**src/hw/crp_pkg.sv**
```systemverilog
// Package for the card read punch controller: codes, status layout, carriers.
// Assumes a single 100 MHz clock domain and one user of these types.
package crp_pkg;
  localparam logic [2:0] CMD_MAINT   = 3'h0;
  localparam logic [2:0] CMD_CONTROL = 3'h4;
  localparam logic [2:0] CMD_PUNCH   = 3'h5;
  localparam logic [2:0] CMD_READ    = 3'h6;
  localparam logic [2:0] CMD_SENSE   = 3'h7;
  localparam int MOD_PACKED  = 15;
  localparam int MOD_RESET   = 15;
  localparam int MOD_FEED    = 14;
  localparam int PUNCH_LAST  = 12;
  localparam logic [6:0] LAST_COLUMN = 7'h50;
  localparam logic [6:0] FIRST_COLUMN = 7'h01;
  localparam logic [5:0] PACKED_WORDS = 6'h28;
  localparam logic [15:0] IPL_BASE = 16'h0000;
  localparam logic [1:0] EXTRA_FEEDS = 2'h2;
  // Status word bit positions
  localparam int ST_NOT_READY   = 0;
  localparam int ST_BUSY        = 1;
  localparam int ST_LAST_CARD   = 2;
  localparam int ST_PARITY      = 3;
  localparam int ST_PROTECT     = 4;
  localparam int ST_ANY_ERROR   = 5;
  localparam int ST_MAINT       = 6;
  localparam int ST_HOPPER_ERR  = 7;

  typedef struct packed {
    logic [2:0]  code;
    logic [15:0] modifier;
  } crp_cmd_t;

  typedef struct packed {
    logic power_on;
    logic card_at_read;
    logic hopper_loaded;
    logic stacker_full;
    logic check_light;
    logic chip_box_ok;
    logic start_key;
    logic stop_key;
    logic runout_key;
    logic host_running;
  } crp_panel_t;

  typedef enum logic [3:0] {
    ST_IDLE  = 4'h1,
    ST_FEED  = 4'h2,
    ST_READ  = 4'h4,
    ST_PUN   = 4'h8
  } crp_state_t;
endpackage

```
**src/hw/crp_fifo.sv**
```systemverilog
// Parameterised valid/ready FIFO for column data words.
// Assumes one clock; both sides may stall.
`timescale 1ns/10ps
module crp_fifo #(
  parameter int WIDTH = 16,
  parameter int DEPTH = 16
) (
  // Clock and reset
  input  wire logic             sys_clk_i,
  input  wire logic             reset_n_i,
  // Fill side
  input  wire logic             in_valid_i,
  input  wire logic [WIDTH-1:0] in_data_i,
  output logic                  in_ready_o,
  // Drain side
  output logic                  out_valid_o,
  output logic [WIDTH-1:0]      out_data_o,
  input  wire logic             out_ready_i
);
  localparam int AW = $clog2(DEPTH);
  logic [WIDTH-1:0] mem [DEPTH];
  logic [AW-1:0]    wr_ptr_reg;
  logic [AW-1:0]    rd_ptr_reg;
  logic [AW:0]      count_reg;
  logic             push;
  logic             pop;

  assign push        = in_valid_i && in_ready_o;
  assign pop         = out_valid_o && out_ready_i;
  assign in_ready_o  = (count_reg != (AW+1)'(DEPTH));
  assign out_valid_o = (count_reg != '0);
  assign out_data_o  = mem[rd_ptr_reg];

  always_ff @(posedge sys_clk_i) begin
    if (push) begin
      mem[wr_ptr_reg] <= in_data_i;
    end
  end

  always_ff @(posedge sys_clk_i or negedge reset_n_i) begin
    if (!reset_n_i) begin
      wr_ptr_reg <= '0;
      rd_ptr_reg <= '0;
      count_reg  <= '0;
    end else begin
      if (push) begin
        wr_ptr_reg <= (wr_ptr_reg == AW'(DEPTH-1)) ? '0 : wr_ptr_reg + AW'(1);
      end
      if (pop) begin
        rd_ptr_reg <= (rd_ptr_reg == AW'(DEPTH-1)) ? '0 : rd_ptr_reg + AW'(1);
      end
      count_reg <= count_reg + (AW+1)'(push) - (AW+1)'(pop);
    end
  end
endmodule

```
**src/hw/crp_ctrl.sv**
```systemverilog
// Card read punch controller: command decode, feed/read/punch sequencing, status.
// Assumes panel sensors synchronised here; host channel logic on the same clock.
`timescale 1ns/10ps
module crp_ctrl #(
  parameter int FIFO_DEPTH = 16
) (
  // Clock and reset
  input  wire logic                 sys_clk_i,
  input  wire logic                 reset_n_i,
  // Host command port
  input  wire logic                 cmd_valid_i,
  input  wire crp_pkg::crp_cmd_t    cmd_i,
  input  wire logic                 ipl_i,
  output logic                      cmd_accept_o,
  output logic                      cmd_refused_o,
  output logic [15:0]               status_word_o,
  output logic                      status_valid_o,
  output logic                      op_complete_o,
  // Cycle steal: read data to host
  output logic                      steal_rd_valid_o,
  output logic [15:0]               steal_rd_data_o,
  output logic [15:0]               steal_rd_addr_o,
  input  wire logic                 steal_rd_ready_i,
  // Cycle steal: punch data from host
  output logic                      steal_wr_req_o,
  input  wire logic                 steal_wr_valid_i,
  input  wire logic [15:0]          steal_wr_data_i,
  // Channel error reports
  input  wire logic                 parity_err_i,
  input  wire logic                 protect_err_i,
  // Mechanism
  input  wire crp_pkg::crp_panel_t  panel_i,
  input  wire logic [11:0]          column_data_i,
  input  wire logic                 column_check_ok_i,
  input  wire logic                 punch_check_ok_i,
  input  wire logic                 feed_done_i,
  input  wire logic                 hopper_err_i,
  output logic                      feed_drive_o,
  output logic                      punch_step_o,
  output logic [11:0]               punch_data_o,
  output logic                      meter_run_o,
  output logic                      ready_o
);
  typedef struct packed {
    crp_pkg::crp_state_t state;
    logic        busy;
    logic        maint;
    logic        packed_mode;
    logic        do_read;
    logic        pending_punch;
    logic        card_punched;
    logic        card_at_punch;
    logic        stopped;
    logic        hopper_dropped;
    logic [1:0]  extra_left;
    logic        last_card;
    logic        parity;
    logic        protect;
    logic        hopper_err;
    logic [6:0]  column;
    logic [7:0]  odd_half;
    logic [15:0] addr;
    logic        wait_punch;
    logic        accept;
    logic        refused;
    logic [15:0] status;
    logic        status_valid;
    logic        complete;
    logic        feed_drive;
    logic        punch_step;
    logic [11:0] punch_data;
    logic        steal_req;
    logic        meter;
    logic        ready;
  } crp_ctrl_st_t;

  crp_ctrl_st_t st_reg;
  crp_ctrl_st_t st_next;
  crp_pkg::crp_panel_t panel_meta_reg;
  crp_pkg::crp_panel_t panel_sync_reg;
  logic        start_seen_reg;
  logic        start_rise;
  logic        can_ready;
  logic        fifo_in_ready;
  logic        fifo_push;
  logic [15:0] fifo_word;

  // Panel inputs are mechanical and asynchronous
  always_ff @(posedge sys_clk_i or negedge reset_n_i) begin
    if (!reset_n_i) begin
      panel_meta_reg <= '0;
      panel_sync_reg <= '0;
      start_seen_reg <= 1'b0;
    end else begin
      panel_meta_reg <= panel_i;
      panel_sync_reg <= panel_meta_reg;
      start_seen_reg <= panel_sync_reg.start_key;
    end
  end
  assign start_rise = panel_sync_reg.start_key && !start_seen_reg;

  // Base ready conditions; hopper may be replaced by an active last-card run
  assign can_ready = panel_sync_reg.power_on && panel_sync_reg.card_at_read &&
                     (panel_sync_reg.hopper_loaded || st_reg.extra_left != 2'h0) &&
                     !panel_sync_reg.stacker_full && !panel_sync_reg.check_light &&
                     !st_reg.stopped && !st_reg.hopper_dropped &&
                     panel_sync_reg.chip_box_ok;

  always_comb begin
    logic [2:0] code;
    logic [15:0] md;
    st_next = st_reg;
    code = cmd_i.code;
    md = cmd_i.modifier;
    fifo_push = 1'b0;
    fifo_word = '0;
    st_next.accept = 1'b0;
    st_next.refused = 1'b0;
    st_next.status_valid = 1'b0;
    st_next.complete = 1'b0;
    st_next.punch_step = 1'b0;
    st_next.steal_req = 1'b0;
    if (panel_sync_reg.stop_key) begin
      st_next.stopped = 1'b1;
    end
    if (start_rise) begin
      st_next.stopped = 1'b0;
      st_next.hopper_dropped = 1'b0;
      // Empty hopper with card at read: last-card run
      if (!panel_sync_reg.hopper_loaded && panel_sync_reg.card_at_read) begin
        st_next.extra_left = crp_pkg::EXTRA_FEEDS;
      end else if (panel_sync_reg.power_on && panel_sync_reg.hopper_loaded &&
                   !panel_sync_reg.card_at_read && st_reg.state == crp_pkg::ST_IDLE) begin
        st_next.state = crp_pkg::ST_FEED;
        st_next.busy = 1'b1;
        st_next.feed_drive = 1'b1;
        st_next.do_read = 1'b0;
        st_next.pending_punch = 1'b0;
      end
    end
    if (parity_err_i) begin
      st_next.parity = 1'b1;
    end
    if (protect_err_i) begin
      st_next.protect = 1'b1;
    end
    if (cmd_valid_i) begin
      if (code == crp_pkg::CMD_SENSE) begin
        st_next.status_valid = 1'b1;
        st_next.accept = 1'b1;
        if (md[crp_pkg::MOD_RESET]) begin
          // Set wins over clear
          st_next.parity = parity_err_i;
          st_next.protect = protect_err_i;
          st_next.hopper_err = 1'b0;
        end
      end else if (st_reg.busy || !st_reg.ready) begin
        st_next.refused = 1'b1;
      end else begin
        st_next.accept = 1'b1;
        st_next.column = crp_pkg::FIRST_COLUMN;
        st_next.meter = 1'b1;
        unique case (code)
          crp_pkg::CMD_READ: begin
            st_next.state = crp_pkg::ST_FEED;
            st_next.busy = 1'b1;
            st_next.feed_drive = 1'b1;
            st_next.do_read = 1'b1;
            st_next.packed_mode = md[crp_pkg::MOD_PACKED] || ipl_i;
            st_next.addr = ipl_i ? crp_pkg::IPL_BASE : md;
          end
          crp_pkg::CMD_PUNCH: begin
            st_next.busy = 1'b1;
            st_next.addr = md;
            if (!st_reg.card_at_punch || st_reg.card_punched) begin
              st_next.state = crp_pkg::ST_FEED;
              st_next.feed_drive = 1'b1;
              st_next.do_read = 1'b0;
              st_next.pending_punch = 1'b1;
            end else begin
              st_next.state = crp_pkg::ST_PUN;
              st_next.steal_req = 1'b1;
            end
          end
          crp_pkg::CMD_CONTROL: begin
            if (md[crp_pkg::MOD_FEED]) begin
              st_next.state = crp_pkg::ST_FEED;
              st_next.busy = 1'b1;
              st_next.feed_drive = 1'b1;
              st_next.do_read = 1'b0;
              st_next.pending_punch = 1'b0;
            end else begin
              st_next.meter = 1'b0;
            end
          end
          crp_pkg::CMD_MAINT: begin
            st_next.maint = md[crp_pkg::MOD_RESET];
          end
          default: begin
            st_next.refused = 1'b1;
          end
        endcase
      end
    end
    unique case (st_reg.state)
      crp_pkg::ST_IDLE: begin
      end
      crp_pkg::ST_FEED: begin
        if (hopper_err_i) begin
          // Abort: no read, no punch, card in hopper stays
          st_next.state = crp_pkg::ST_IDLE;
          st_next.feed_drive = 1'b0;
          st_next.busy = 1'b0;
          st_next.hopper_err = 1'b1;
          st_next.pending_punch = 1'b0;
        end else if (feed_done_i) begin
          st_next.feed_drive = 1'b0;
          st_next.card_at_punch = panel_sync_reg.card_at_read;
          st_next.card_punched = 1'b0;
          if (!panel_sync_reg.hopper_loaded && st_reg.extra_left == 2'h0) begin
            st_next.hopper_dropped = 1'b1;
          end
          if (st_reg.extra_left != 2'h0) begin
            st_next.extra_left = st_reg.extra_left - 2'h1;
            st_next.last_card = (st_reg.extra_left == crp_pkg::EXTRA_FEEDS);
            if (st_reg.extra_left == 2'h1) begin
              st_next.meter = 1'b0;
            end
          end
          if (st_reg.do_read) begin
            st_next.state = crp_pkg::ST_READ;
          end else if (st_reg.pending_punch) begin
            st_next.state = crp_pkg::ST_PUN;
            st_next.steal_req = 1'b1;
          end else begin
            st_next.state = crp_pkg::ST_IDLE;
            st_next.busy = 1'b0;
            st_next.complete = (st_reg.extra_left != 2'h1);
          end
        end
      end
      crp_pkg::ST_READ: begin
        // Column latched and checked before transfer; FIFO full stalls reading
        if (column_check_ok_i && fifo_in_ready) begin
          if (st_reg.packed_mode) begin
            if (st_reg.column[0]) begin
              st_next.odd_half = column_data_i[11:4];
            end else begin
              fifo_push = 1'b1;
              fifo_word = {st_reg.odd_half, column_data_i[11:4]};
            end
          end else begin
            fifo_push = 1'b1;
            fifo_word = {4'h0, column_data_i};
          end
          st_next.column = st_reg.column + 7'h01;
          if (st_reg.column == crp_pkg::LAST_COLUMN) begin
            st_next.state = crp_pkg::ST_IDLE;
            st_next.busy = 1'b0;
            st_next.complete = (st_reg.extra_left != 2'h1) || st_reg.last_card;
          end
        end
      end
      crp_pkg::ST_PUN: begin
        if (st_reg.wait_punch) begin
          if (punch_check_ok_i) begin
            st_next.wait_punch = 1'b0;
            st_next.card_punched = 1'b1;
            st_next.column = st_reg.column + 7'h01;
            // Last mark of the word just punched ends the card
            if (st_reg.state == crp_pkg::ST_PUN && st_reg.odd_half[0]) begin
              st_next.state = crp_pkg::ST_IDLE;
              st_next.busy = 1'b0;
              st_next.complete = 1'b1;
            end else begin
              st_next.steal_req = 1'b1;
            end
          end
        end else if (steal_wr_valid_i) begin
          st_next.punch_data = steal_wr_data_i[11:0];
          st_next.odd_half = {7'h00, steal_wr_data_i[crp_pkg::PUNCH_LAST]};
          st_next.punch_step = 1'b1;
          st_next.wait_punch = 1'b1;
          st_next.addr = st_reg.addr + 16'h0001;
        end
      end
      default: begin
        st_next.state = crp_pkg::ST_IDLE;
      end
    endcase
    if (!panel_sync_reg.host_running || panel_sync_reg.runout_key) begin
      st_next.meter = 1'b0;
    end
    st_next.ready = can_ready;
    st_next.status = '0;
    st_next.status[crp_pkg::ST_NOT_READY] = !st_reg.ready || st_reg.busy || st_reg.maint;
    st_next.status[crp_pkg::ST_BUSY] = st_reg.busy;
    st_next.status[crp_pkg::ST_LAST_CARD] = st_reg.last_card;
    st_next.status[crp_pkg::ST_PARITY] = st_reg.parity;
    st_next.status[crp_pkg::ST_PROTECT] = st_reg.protect;
    st_next.status[crp_pkg::ST_ANY_ERROR] = st_reg.parity || st_reg.protect || st_reg.hopper_err;
    st_next.status[crp_pkg::ST_MAINT] = st_reg.maint;
    st_next.status[crp_pkg::ST_HOPPER_ERR] = st_reg.hopper_err;
  end

  always_ff @(posedge sys_clk_i or negedge reset_n_i) begin
    if (!reset_n_i) begin
      st_reg <= '{state: crp_pkg::ST_IDLE, default: '0};
    end else begin
      st_reg <= st_next;
    end
  end

  // Read words queue toward the channel; a slow channel stalls the reader
  logic        q_valid;
  logic [15:0] q_data;
  logic [15:0] rd_addr_reg;
  logic        rd_valid_reg;
  logic [15:0] rd_data_reg;
  logic        q_pop;
  assign q_pop = q_valid && (!rd_valid_reg || steal_rd_ready_i);

  crp_fifo #(
    .WIDTH (16),
    .DEPTH (FIFO_DEPTH)
  ) u_fifo (
    .sys_clk_i   (sys_clk_i),
    .reset_n_i   (reset_n_i),
    .in_valid_i  (fifo_push),
    .in_data_i   (fifo_word),
    .in_ready_o  (fifo_in_ready),
    .out_valid_o (q_valid),
    .out_data_o  (q_data),
    .out_ready_i (!rd_valid_reg || steal_rd_ready_i)
  );

  always_ff @(posedge sys_clk_i or negedge reset_n_i) begin
    if (!reset_n_i) begin
      rd_valid_reg <= 1'b0;
      rd_data_reg  <= '0;
      rd_addr_reg  <= '0;
    end else begin
      if (st_next.accept && cmd_i.code == crp_pkg::CMD_READ) begin
        rd_addr_reg <= st_next.addr;
      end else if (rd_valid_reg && steal_rd_ready_i) begin
        rd_addr_reg <= rd_addr_reg + 16'h0001;
      end
      if (q_pop) begin
        rd_valid_reg <= 1'b1;
        rd_data_reg  <= q_data;
      end else if (steal_rd_ready_i) begin
        rd_valid_reg <= 1'b0;
      end
    end
  end

  assign cmd_accept_o     = st_reg.accept;
  assign cmd_refused_o    = st_reg.refused;
  assign status_word_o    = st_reg.status;
  assign status_valid_o   = st_reg.status_valid;
  assign op_complete_o    = st_reg.complete;
  assign steal_rd_valid_o = rd_valid_reg;
  assign steal_rd_data_o  = rd_data_reg;
  assign steal_rd_addr_o  = rd_addr_reg;
  assign steal_wr_req_o   = st_reg.steal_req;
  assign feed_drive_o     = st_reg.feed_drive;
  assign punch_step_o     = st_reg.punch_step;
  assign punch_data_o     = st_reg.punch_data;
  assign meter_run_o      = st_reg.meter;
  assign ready_o          = st_reg.ready;

  chk_busy_refuse: assert property (@(posedge sys_clk_i) disable iff (!reset_n_i)
    (cmd_valid_i && st_reg.busy && cmd_i.code != crp_pkg::CMD_SENSE) |=> cmd_refused_o && !cmd_accept_o)
    else $error("command accepted while busy");
  chk_not_ready_busy: assert property (@(posedge sys_clk_i) disable iff (!reset_n_i)
    (st_reg.busy || st_reg.maint) |=> status_word_o[crp_pkg::ST_NOT_READY])
    else $error("not ready bit missing");
  chk_ready_power: assert property (@(posedge sys_clk_i) disable iff (!reset_n_i)
    !panel_sync_reg.power_on |=> !ready_o)
    else $error("ready without power");
  chk_feed_on_read: assert property (@(posedge sys_clk_i) disable iff (!reset_n_i)
    (cmd_valid_i && !st_reg.busy && st_reg.ready && cmd_i.code == crp_pkg::CMD_READ) |=> feed_drive_o)
    else $error("read did not start feed");
  chk_punch_in_place: assert property (@(posedge sys_clk_i) disable iff (!reset_n_i)
    (cmd_valid_i && !st_reg.busy && st_reg.ready && cmd_i.code == crp_pkg::CMD_PUNCH &&
     st_reg.card_at_punch && !st_reg.card_punched) |=> (!feed_drive_o && steal_wr_req_o))
    else $error("punch fed over an unpunched card");
  chk_punch_no_feed: assert property (@(posedge sys_clk_i) disable iff (!reset_n_i)
    punch_step_o |-> !feed_drive_o)
    else $error("feed during punching");
  chk_read_complete: assert property (@(posedge sys_clk_i) disable iff (!reset_n_i)
    (st_reg.state == crp_pkg::ST_READ && st_reg.column != crp_pkg::LAST_COLUMN) |=> !op_complete_o)
    else $error("early read complete");
  chk_punch_end: assert property (@(posedge sys_clk_i) disable iff (!reset_n_i)
    (op_complete_o && $past(st_reg.state) == crp_pkg::ST_PUN) |-> $past(st_reg.odd_half[0]))
    else $error("punch ended without last mark");
  chk_hopper_abort: assert property (@(posedge sys_clk_i) disable iff (!reset_n_i)
    (st_reg.state == crp_pkg::ST_FEED && hopper_err_i) |=> ##[0:1] (!punch_step_o && !feed_drive_o))
    else $error("hopper error did not abort");
endmodule

```
**config.mk**
```make
export PLATFORM = sky130hd
export DESIGN_NAME = crp_ctrl
export DESIGN_NICKNAME = d
export VERILOG_FILES = /design/src/hw/crp_pkg.sv /design/src/hw/crp_fifo.sv /design/src/hw/crp_ctrl.sv
export SDC_FILE = /design/constraint.sdc
export NUM_CORES = 1
export LEC_CHECK = 0
export ABC_AREA = 1
export CORE_ASPECT_RATIO = 1.5
export CORE_MARGIN = 3
export CORE_UTILIZATION = 60
export CTS_CLUSTER_DIAMETER = 120
export DETAILED_ROUTE_END_ITERATION = 12
export DONT_BUFFER_PORTS = 1
export GPL_TIMING_DRIVEN = 0
export HOLD_SLACK_MARGIN = 0.06
export PLACE_DENSITY = 0.78
export SLEW_MARGIN = 20
export SYNTH_ARGS = -nofsm -noshare
export SYNTH_HDL_FRONTEND = slang
export SYNTH_SLANG_ARGS = --single-unit
export TNS_END_PERCENT = 20
```
**constraint.sdc**
```tcl
create_clock -name sys_clk_i -period 4.77 [get_ports sys_clk_i]
set_input_delay 0 -clock sys_clk_i [delete_from_list [all_inputs] [get_ports sys_clk_i]]
set_output_delay 0 -clock sys_clk_i [all_outputs]
set_load 0.01 [all_outputs]
```
==> results.yml, run 1 <==
synth:
  ys_types: 53
  yosys_register_bits: 403
  yosysWarningCount: 0
  synthFlopType: "edfxtp_1"
  synthesis.area_um2: 17800
  syn_inst: 1710
  netlist_top_cells_area: "edfxtp_1 43%, dfrtp_1 21%, nand2_1 6.4%"
  synth_area_leader_cell: "edfxtp_1"
  synth_edf_count: 256
  syn_area_per_cell_um2: 10.4
  synth_top_area_share_pct: 43.3
  async_reset_ff_share_pct: 36.5
  yosysSeqAreaShare_pct: 64.0
die:
  start_util_pct: 61.4
  die_w_um: 146
  num_rows: 76
  coreArea_um2: 28900
  io_pins: 139
  die_height_um: 217
  die-area_um2: 31700
sta:
  relSlewSlack_pct: 30.9
  setup_viol: 0
  tightest_slew_ps: 1040
  final.setup_skew_ps: 14.8
  tns_ps: 0
  period_share_pct: 66.6
  drv_slew: 0
  finalWorstPathRequiredPeriod_ps: 3180
  rsz0062_at_grt: "false"
  fin_ws_ps: 1590
  fmax_ghz: 0.315
  hold_violations: 0
  hold_slack_ps: 64.0
clocking:
  clkTransAtPathRegs_ps: 70
  post_cts_buffers: 0
  clock-sinks: 403
  clk_path_buf_depth: 3
  cts_buffers: 38
  cts-root-buf: "clkbuf_16"
  clk_latency_ps: 540
  cts_max_level: 2
  tritoncts: "yes"
critical_path:
  end_kind: "register"
  path_cells: "inv_1 -> ha_1 -> nand4_1 -> nand2_1 -> inv_1 -> buf_2 -> ha_1 -> inv_1 -> ha_1 -> inv_1 -> fa_1 -> o21ai_0 -> a21oi_1 -> xor2_1"
  cp.required_ps: 5180
  startpoint_type: "register"
  crit_top_cell: "inv_1"
  path_buf_inv: 5
  criticalPathCategory: "register to register"
  worstPathArrival_ps: 3590
  slowest_delay_ps: 430
  cp_max_fo: 10
  crit_family: "adder cells"
  crit_path_top_delay_cell: "fa_1"
route:
  final_antenna_net_count: 0
  wl_um: 48200
  drt_iter0_drc: 1086
  dr.pass1.iters: 5
  drcViolationCount: 0
  wl_per_cell_um: 21.1
  vias: 13360
  vias_per_cell: 5.85
global_routing:
  antenna_found_initial: 1
  grt_max_degree: 148
  grt_pass1_vias: 13755
  grt.overflow.total: 0
  grt_first_pass_wirelength_um: 74300
  grtUsageTotal_pct: 30.5
status:
  outcome: "finished clean"
min_path:
  min_path_type: "input pin to asynchronous set/reset pin"
power_and_ir_drop:
  leakagePower_uw: 0.00817
  powerDensity_nw_per_um2: 484
  power_uw: 10100
  vdd_ir_drop_max_mv: 0.312
final_layout:
  drive_above_1_share_pct: 11.5
  area_growth_pct: 17.0
  final_cell_mix: "304 x nand2_1, 274 x nor2_1, 256 x edfxtp_1, 155 x o21ai_0, 146 x dfrtp_1"
  layout_commonest_cell: "nand2_1"
  nFillCells: 2018
  design_area_um2: 20800
  final_nets: 1947
  largest_register_ffs: 256
  register_area_um2: 11400
  multi_input_area_um2: 5530
placed_design:
  place_ws_ps: 1630
  dp_hpwl_um: 31800
  place.gp.congestion: 0.931
  io_buffer_count: 0
  placed_area_um2: 18500
run:
  drv_cap: 0
what timing repair did:
action                    CTS  global route
hold endpoints to repair  338             0
gates resized for setup     0             0
hold buffers               98             0
cell usage after synthesis, types with 3 or more instances:
library cell and n:
nand2_1 304, nor2_1 294, edfxtp_1 256, o21ai_0 158
dfrtp_1 146, nand3_1 136, inv_1 91, o211ai_1 42
buf_4 41, buf_2 25, nand4_1 24, clkbuf_1 19
o21ai_1 16, xor2_1 16, a21oi_1 15, ha_1 15
and2_1 10, o22ai_1 9, buf_6 8, nand2_2 8
a21oi_2 5, buf_1 5, nand3_2 5, nand3b_1 5
nor3_1 5, xnor2_1 5, inv_2 4, nor2_2 4
nor2_4 4, a21boi_1 3, nand2_4 3
power breakdown:
part	internal, uW	switching (uW)
clock	1850	1310
combinational	867	1890
sequential	3900	229
worst paths after layout:
check / start / endpoint / slack, ps / depth (start not counted)
max: u_fifo.count_reg[3]$_DFF_PN0_ / u_fifo.count_reg[4]$_DFF_PN0_ / 1590 / 14
min: reset_n_i / steal_rd_addr_o[1]$_DFFE_PN0P_ / 60 / 2
max reg2reg: u_fifo.count_reg[3]$_DFF_PN0_ / u_fifo.count_reg[4]$_DFF_PN0_ / 1590 / 14
min reg2reg: panel_meta_reg[9]$_DFF_PN0_ / panel_sync_reg[9]$_DFF_PN0_ / 340 / 0
max in group asynchronous: reset_n_i / st_reg[56]$_DFFE_PN0P_ / 4060 / 2
min in group sys_clk_i: steal_wr_data_i[4] / punch_data_o[4]$_DFFE_PN0P_ / 120 / 3
metal layers:
metal	up-vias	share of wire, %	global-route usage (%)
li1	6104	-	-
met1	6387	33	33.0
met2	699	52	55.0
met3	170	7.0	4.37
met4	0	7.8	20.8
met5	-	0	0
worst register-to-register path: cells and delay by family, from the launching register on:
| kind | cells | cell delay (ps) |
|---|---|---|
| AO/OA/AOI/OAI | 2 | 260 |
| XOR/XNOR | 1 | 140 |
| adder cells (fa/ha/maj) | 4 | 1080 |
| buffers and inverters | 5 | 660 |
| flip-flops | 1 | 390 |
| AND/OR/NAND/NOR | 2 | 520 |
kinds of logic (layout without fill, tap and decap cells):
kind of cell,Yosys count,after routing,share of synthesized area (%)
AND/OR/NAND/NOR,815,815,20.0
flip-flops,403,403,64.0
AO/OA/AOI/OAI,257,257,8.20
buffers and inverters,197,372,5.57
XOR/XNOR,21,21,1.04
adder cells (fa/ha/maj),16,16,1.17
other,1,9,0.0211
per-stage QoR:
stage | utilization [%] | cells
5_1_grt | 71.9 | 2283
4_1_cts | 71.8 | 2282
3_5_place_dp | 63.9 | 2114
3_3_place_gp | 63.2 | 2107
6_report | 71.9 | 2283
2_1_floorplan | - | 1717
area by class of cell:
cell class | count | share of cell area, %
antenna | 1 | 0.0120
buffer | 99 | 2.98
clock buffer | 56 | 5.56
clock inverter | 14 | 0.747
inverter | 98 | 1.78
multi-input combinational | 1117 | 26.6
sequential | 403 | 54.7
tap | 390 | 2.35
timing repair buffer | 105 | 5.22
Power figures use the tool's default switching activity.
==> run 2, diff against run 1 <==
Settings changed: ABC_AREA 1 to 0.
Clock period 4.77 ns to 3.2 ns, I/O delays scaled along.
==> results.yml, run 2 <==
sta:
  drv_slew: 0
  tightest_slew_ps: 1220
  fin_ws_ps: 90.6
  fmax_ghz: 0.322
  final.setup_skew_ps: 24.4
  hold_slack_ps: -821
  rsz0062_at_grt: "true"
  relSlewSlack_pct: 18.3
  hold_violations: 147
  finalWorstPathRequiredPeriod_ps: 3110
  period_share_pct: 97.2
  setup_viol: 0
synth:
  yosys_register_bits: 403
  async_reset_ff_share_pct: 36.5
  synth_area_leader_cell: "edfxtp_1"
  synthFlopType: "edfxtp_1"
  ys_types: 64
  synthesis.area_um2: 16800
  netlist_top_cells_area: "edfxtp_1 46%, dfrtp_1 22%, mux4_2 8.6%"
  synth_commonest_cells: "256 x edfxtp_1, 146 x dfrtp_1, 88 x nand2_1, 64 x mux4_2, 46 x nor2_1"
  yosysWarningCount: 0
  yosysSeqAreaShare_pct: 67.7
  syn_inst: 1104
  synth_edf_count: 256
  synth_top_area_share_pct: 45.8
  syn_area_per_cell_um2: 15.2
  synth_most_common_cell: "edfxtp_1"
route:
  vias_per_cell: 6.22
  vias: 9962
  drt_iter0_drc: 907
  dr.pass1.iters: 6
  wl_per_cell_um: 24.0
  drcViolationCount: 0
  wl_um: 38500
  final_antenna_net_count: 0
global_routing:
  grt_first_pass_wirelength_um: 59800
  met2_usage_pct: 47.6
  met1_usage_pct: 30.5
  grt_max_degree: 148
  grt.overflow.total: 0
  grt_use_met3_pct: 4.76
  grtUsageTotal_pct: 26.0
  grt_pass1_vias: 10645
  antenna_found_initial: 3
  top_usage_layer: "met2"
critical_path:
  end_kind: "register"
  ff2ff_setup_slack_ps: 90
  cp_max_fo: 16
  rr_startpoint: "st_reg[84]$_DFF_PN1_"
  worstPathArrival_ps: 3250
  worst_r2r_path_depth: 7
  cp.required_ps: 3340
  r2r_end: "u_fifo.mem[1][7]$_DFFE_PP_"
  startpoint_type: "register"
  cp-startpoint: "st_reg[84]$_DFF_PN1_"
  criticalPathCategory: "register to register"
final_layout:
  final_util_pct: 70.5
  area_growth_pct: 15.1
  drive_above_1_share_pct: 16.2
  final_cell_mix: "256 x edfxtp_1, 146 x dfrtp_1, 88 x nand2_1, 80 x dlygate4sd3_1, 64 x mux4_2"
  largest_register_ffs: 256
  layout_commonest_cell: "edfxtp_1"
  nFillCells: 1712
  final_nets: 1317
die:
  die-area_um2: 30100
  num_rows: 74
  start_util_pct: 61.2
  coreArea_um2: 27400
  die_w_um: 143
  io_pins: 139
  die_height_um: 211
clocking:
  cts_hold_buf: 80
  tritoncts: "yes"
  clk_path_buf_depth: 3
  clock-sinks: 403
  cts_buffers: 36
  cts_max_level: 2
  clkTransAtPathRegs_ps: 70
  clk_latency_ps: 530
  cts-root-buf: "clkbuf_16"
placed_design:
  dp_hpwl_um: 24600
  io_buffer_count: 0
  place_ws_ps: -130
  place.gp.congestion: 0.923
status:
  violations: "hold timing"
  outcome: "finished with violations"
power_and_ir_drop:
  powerDensity_nw_per_um2: 640
  power_uw: 12400
  leakagePower_uw: 0.00764
  vdd_ir_drop_max_mv: 0.427
run:
  drv_cap: 0
min_path:
  min_path_type: "input pin to asynchronous set/reset pin"
## run 2: changes by cell type after synthesis, sizes merged, moves of 15 or more
cell | before | now
nor2 | 303 | 46
nand2 | 315 | 88
o21ai | 174 | 27
nand3 | 142 | 32
inv | 96 | 28
mux4 | 0 | 64
o211ai | 42 | 1
buf | 79 | 43
mux2i | 0 | 33
a21o | 2 | 27
nand4 | 24 | 4
a21oi | 20 | 39
mux2 | 0 | 15
## run 2: final cells by class
type	instances	area (um2)	share of cell area, %
Clock inverter	14	174	0.900
Timing Repair Buffer	83	831	4.30
Buffer	72	388	2.01
Sequential cell	403	11400	58.8
Clock buffer	50	1010	5.25
Inverter	28	105	0.544
Multi-Input combinational cell	608	5010	25.9
Antenna cell	2	5.00	0.0259
Tap cell	342	428	2.21
## run 2: critical path, cell delays in order, from the launching register on
cell and delay [ps]:
dfstp_2 360, clkbuf_1 220, nor4b_4 400, and3_1 200
buf_2 210, nand2_1 200, nor3_1 310, and2_1 800
## run 2: worst max path at each step
stage | slack [ps] | end | depth (start not counted)
2_1_floorplan | 580 | u_fifo.count_reg[4]$_DFF_PN0_ | 14
3_3_place_gp | -130 | u_fifo.mem[8][8]$_DFFE_PP_ | 7
3_5_place_dp | -130 | u_fifo.mem[8][10]$_DFFE_PP_ | 7
4_1_cts | 6 | u_fifo.mem[0][15]$_DFFE_PP_ | 7
5_1_grt | -20 | u_fifo.count_reg[4]$_DFF_PN0_ | 14
6_report | 90 | u_fifo.mem[1][7]$_DFFE_PP_ | 7
## run 2: logic make-up (layout without fill, tap and decap cells)
kind of cell / after synthesis / count (layout) / synth area share, %
other: 1 / 10 / 0.0223
muxes: 112 / 112 / 11.6
AOI/OAI and AO/OA: 160 / 160 / 6.33
and+or+nand+nor: 283 / 283 / 8.68
DFF: 403 / 403 / 67.7
xor gates and xnor gates: 29 / 29 / 1.51
buffers and inverters: 100 / 247 / 2.94
adders and majority gates: 16 / 16 / 1.24
## run 2: metrics by stage
step | cells | area [um2] | setup TNS, ps | hold WS (ps)
6_report | 1602 | 19300 | 0 | -821
5_1_grt | 1601 | 19300 | -23.2 | -851
4_1_cts | 1598 | 19300 | 0 | -848
3_5_place_dp | 1454 | 17300 | -12340 | -292
3_3_place_gp | 1453 | 17200 | -7140 | -291
2_1_floorplan | 1111 | 16800 | 0 | -296
## run 2: routing by layer
metal	share of wire, %	wire length (um)
met2	55	21000
met1	36	13800
met3	6.2	2390
met4	3.4	1320
met5	0.034	13
## run 2: report_power, final
| group | switching (uW) | leakage (uW) | internal, uW | total, uW |
|---|---|---|---|---|
| Sequential | 295 | 0.00453 | 5750 | 6040 |
| Clock | 1850 | 0.000583 | 2550 | 4390 |
| Combinational | 1060 | 0.00253 | 871 | 1930 |
## run 2: what timing repair did
action                                  CTS  global route
buffers inserted                          0             2
hold endpoints to repair                370           147
endpoints found under the setup margin  252           175
gates resized for setup                  16             3
pin swaps                                 0             1
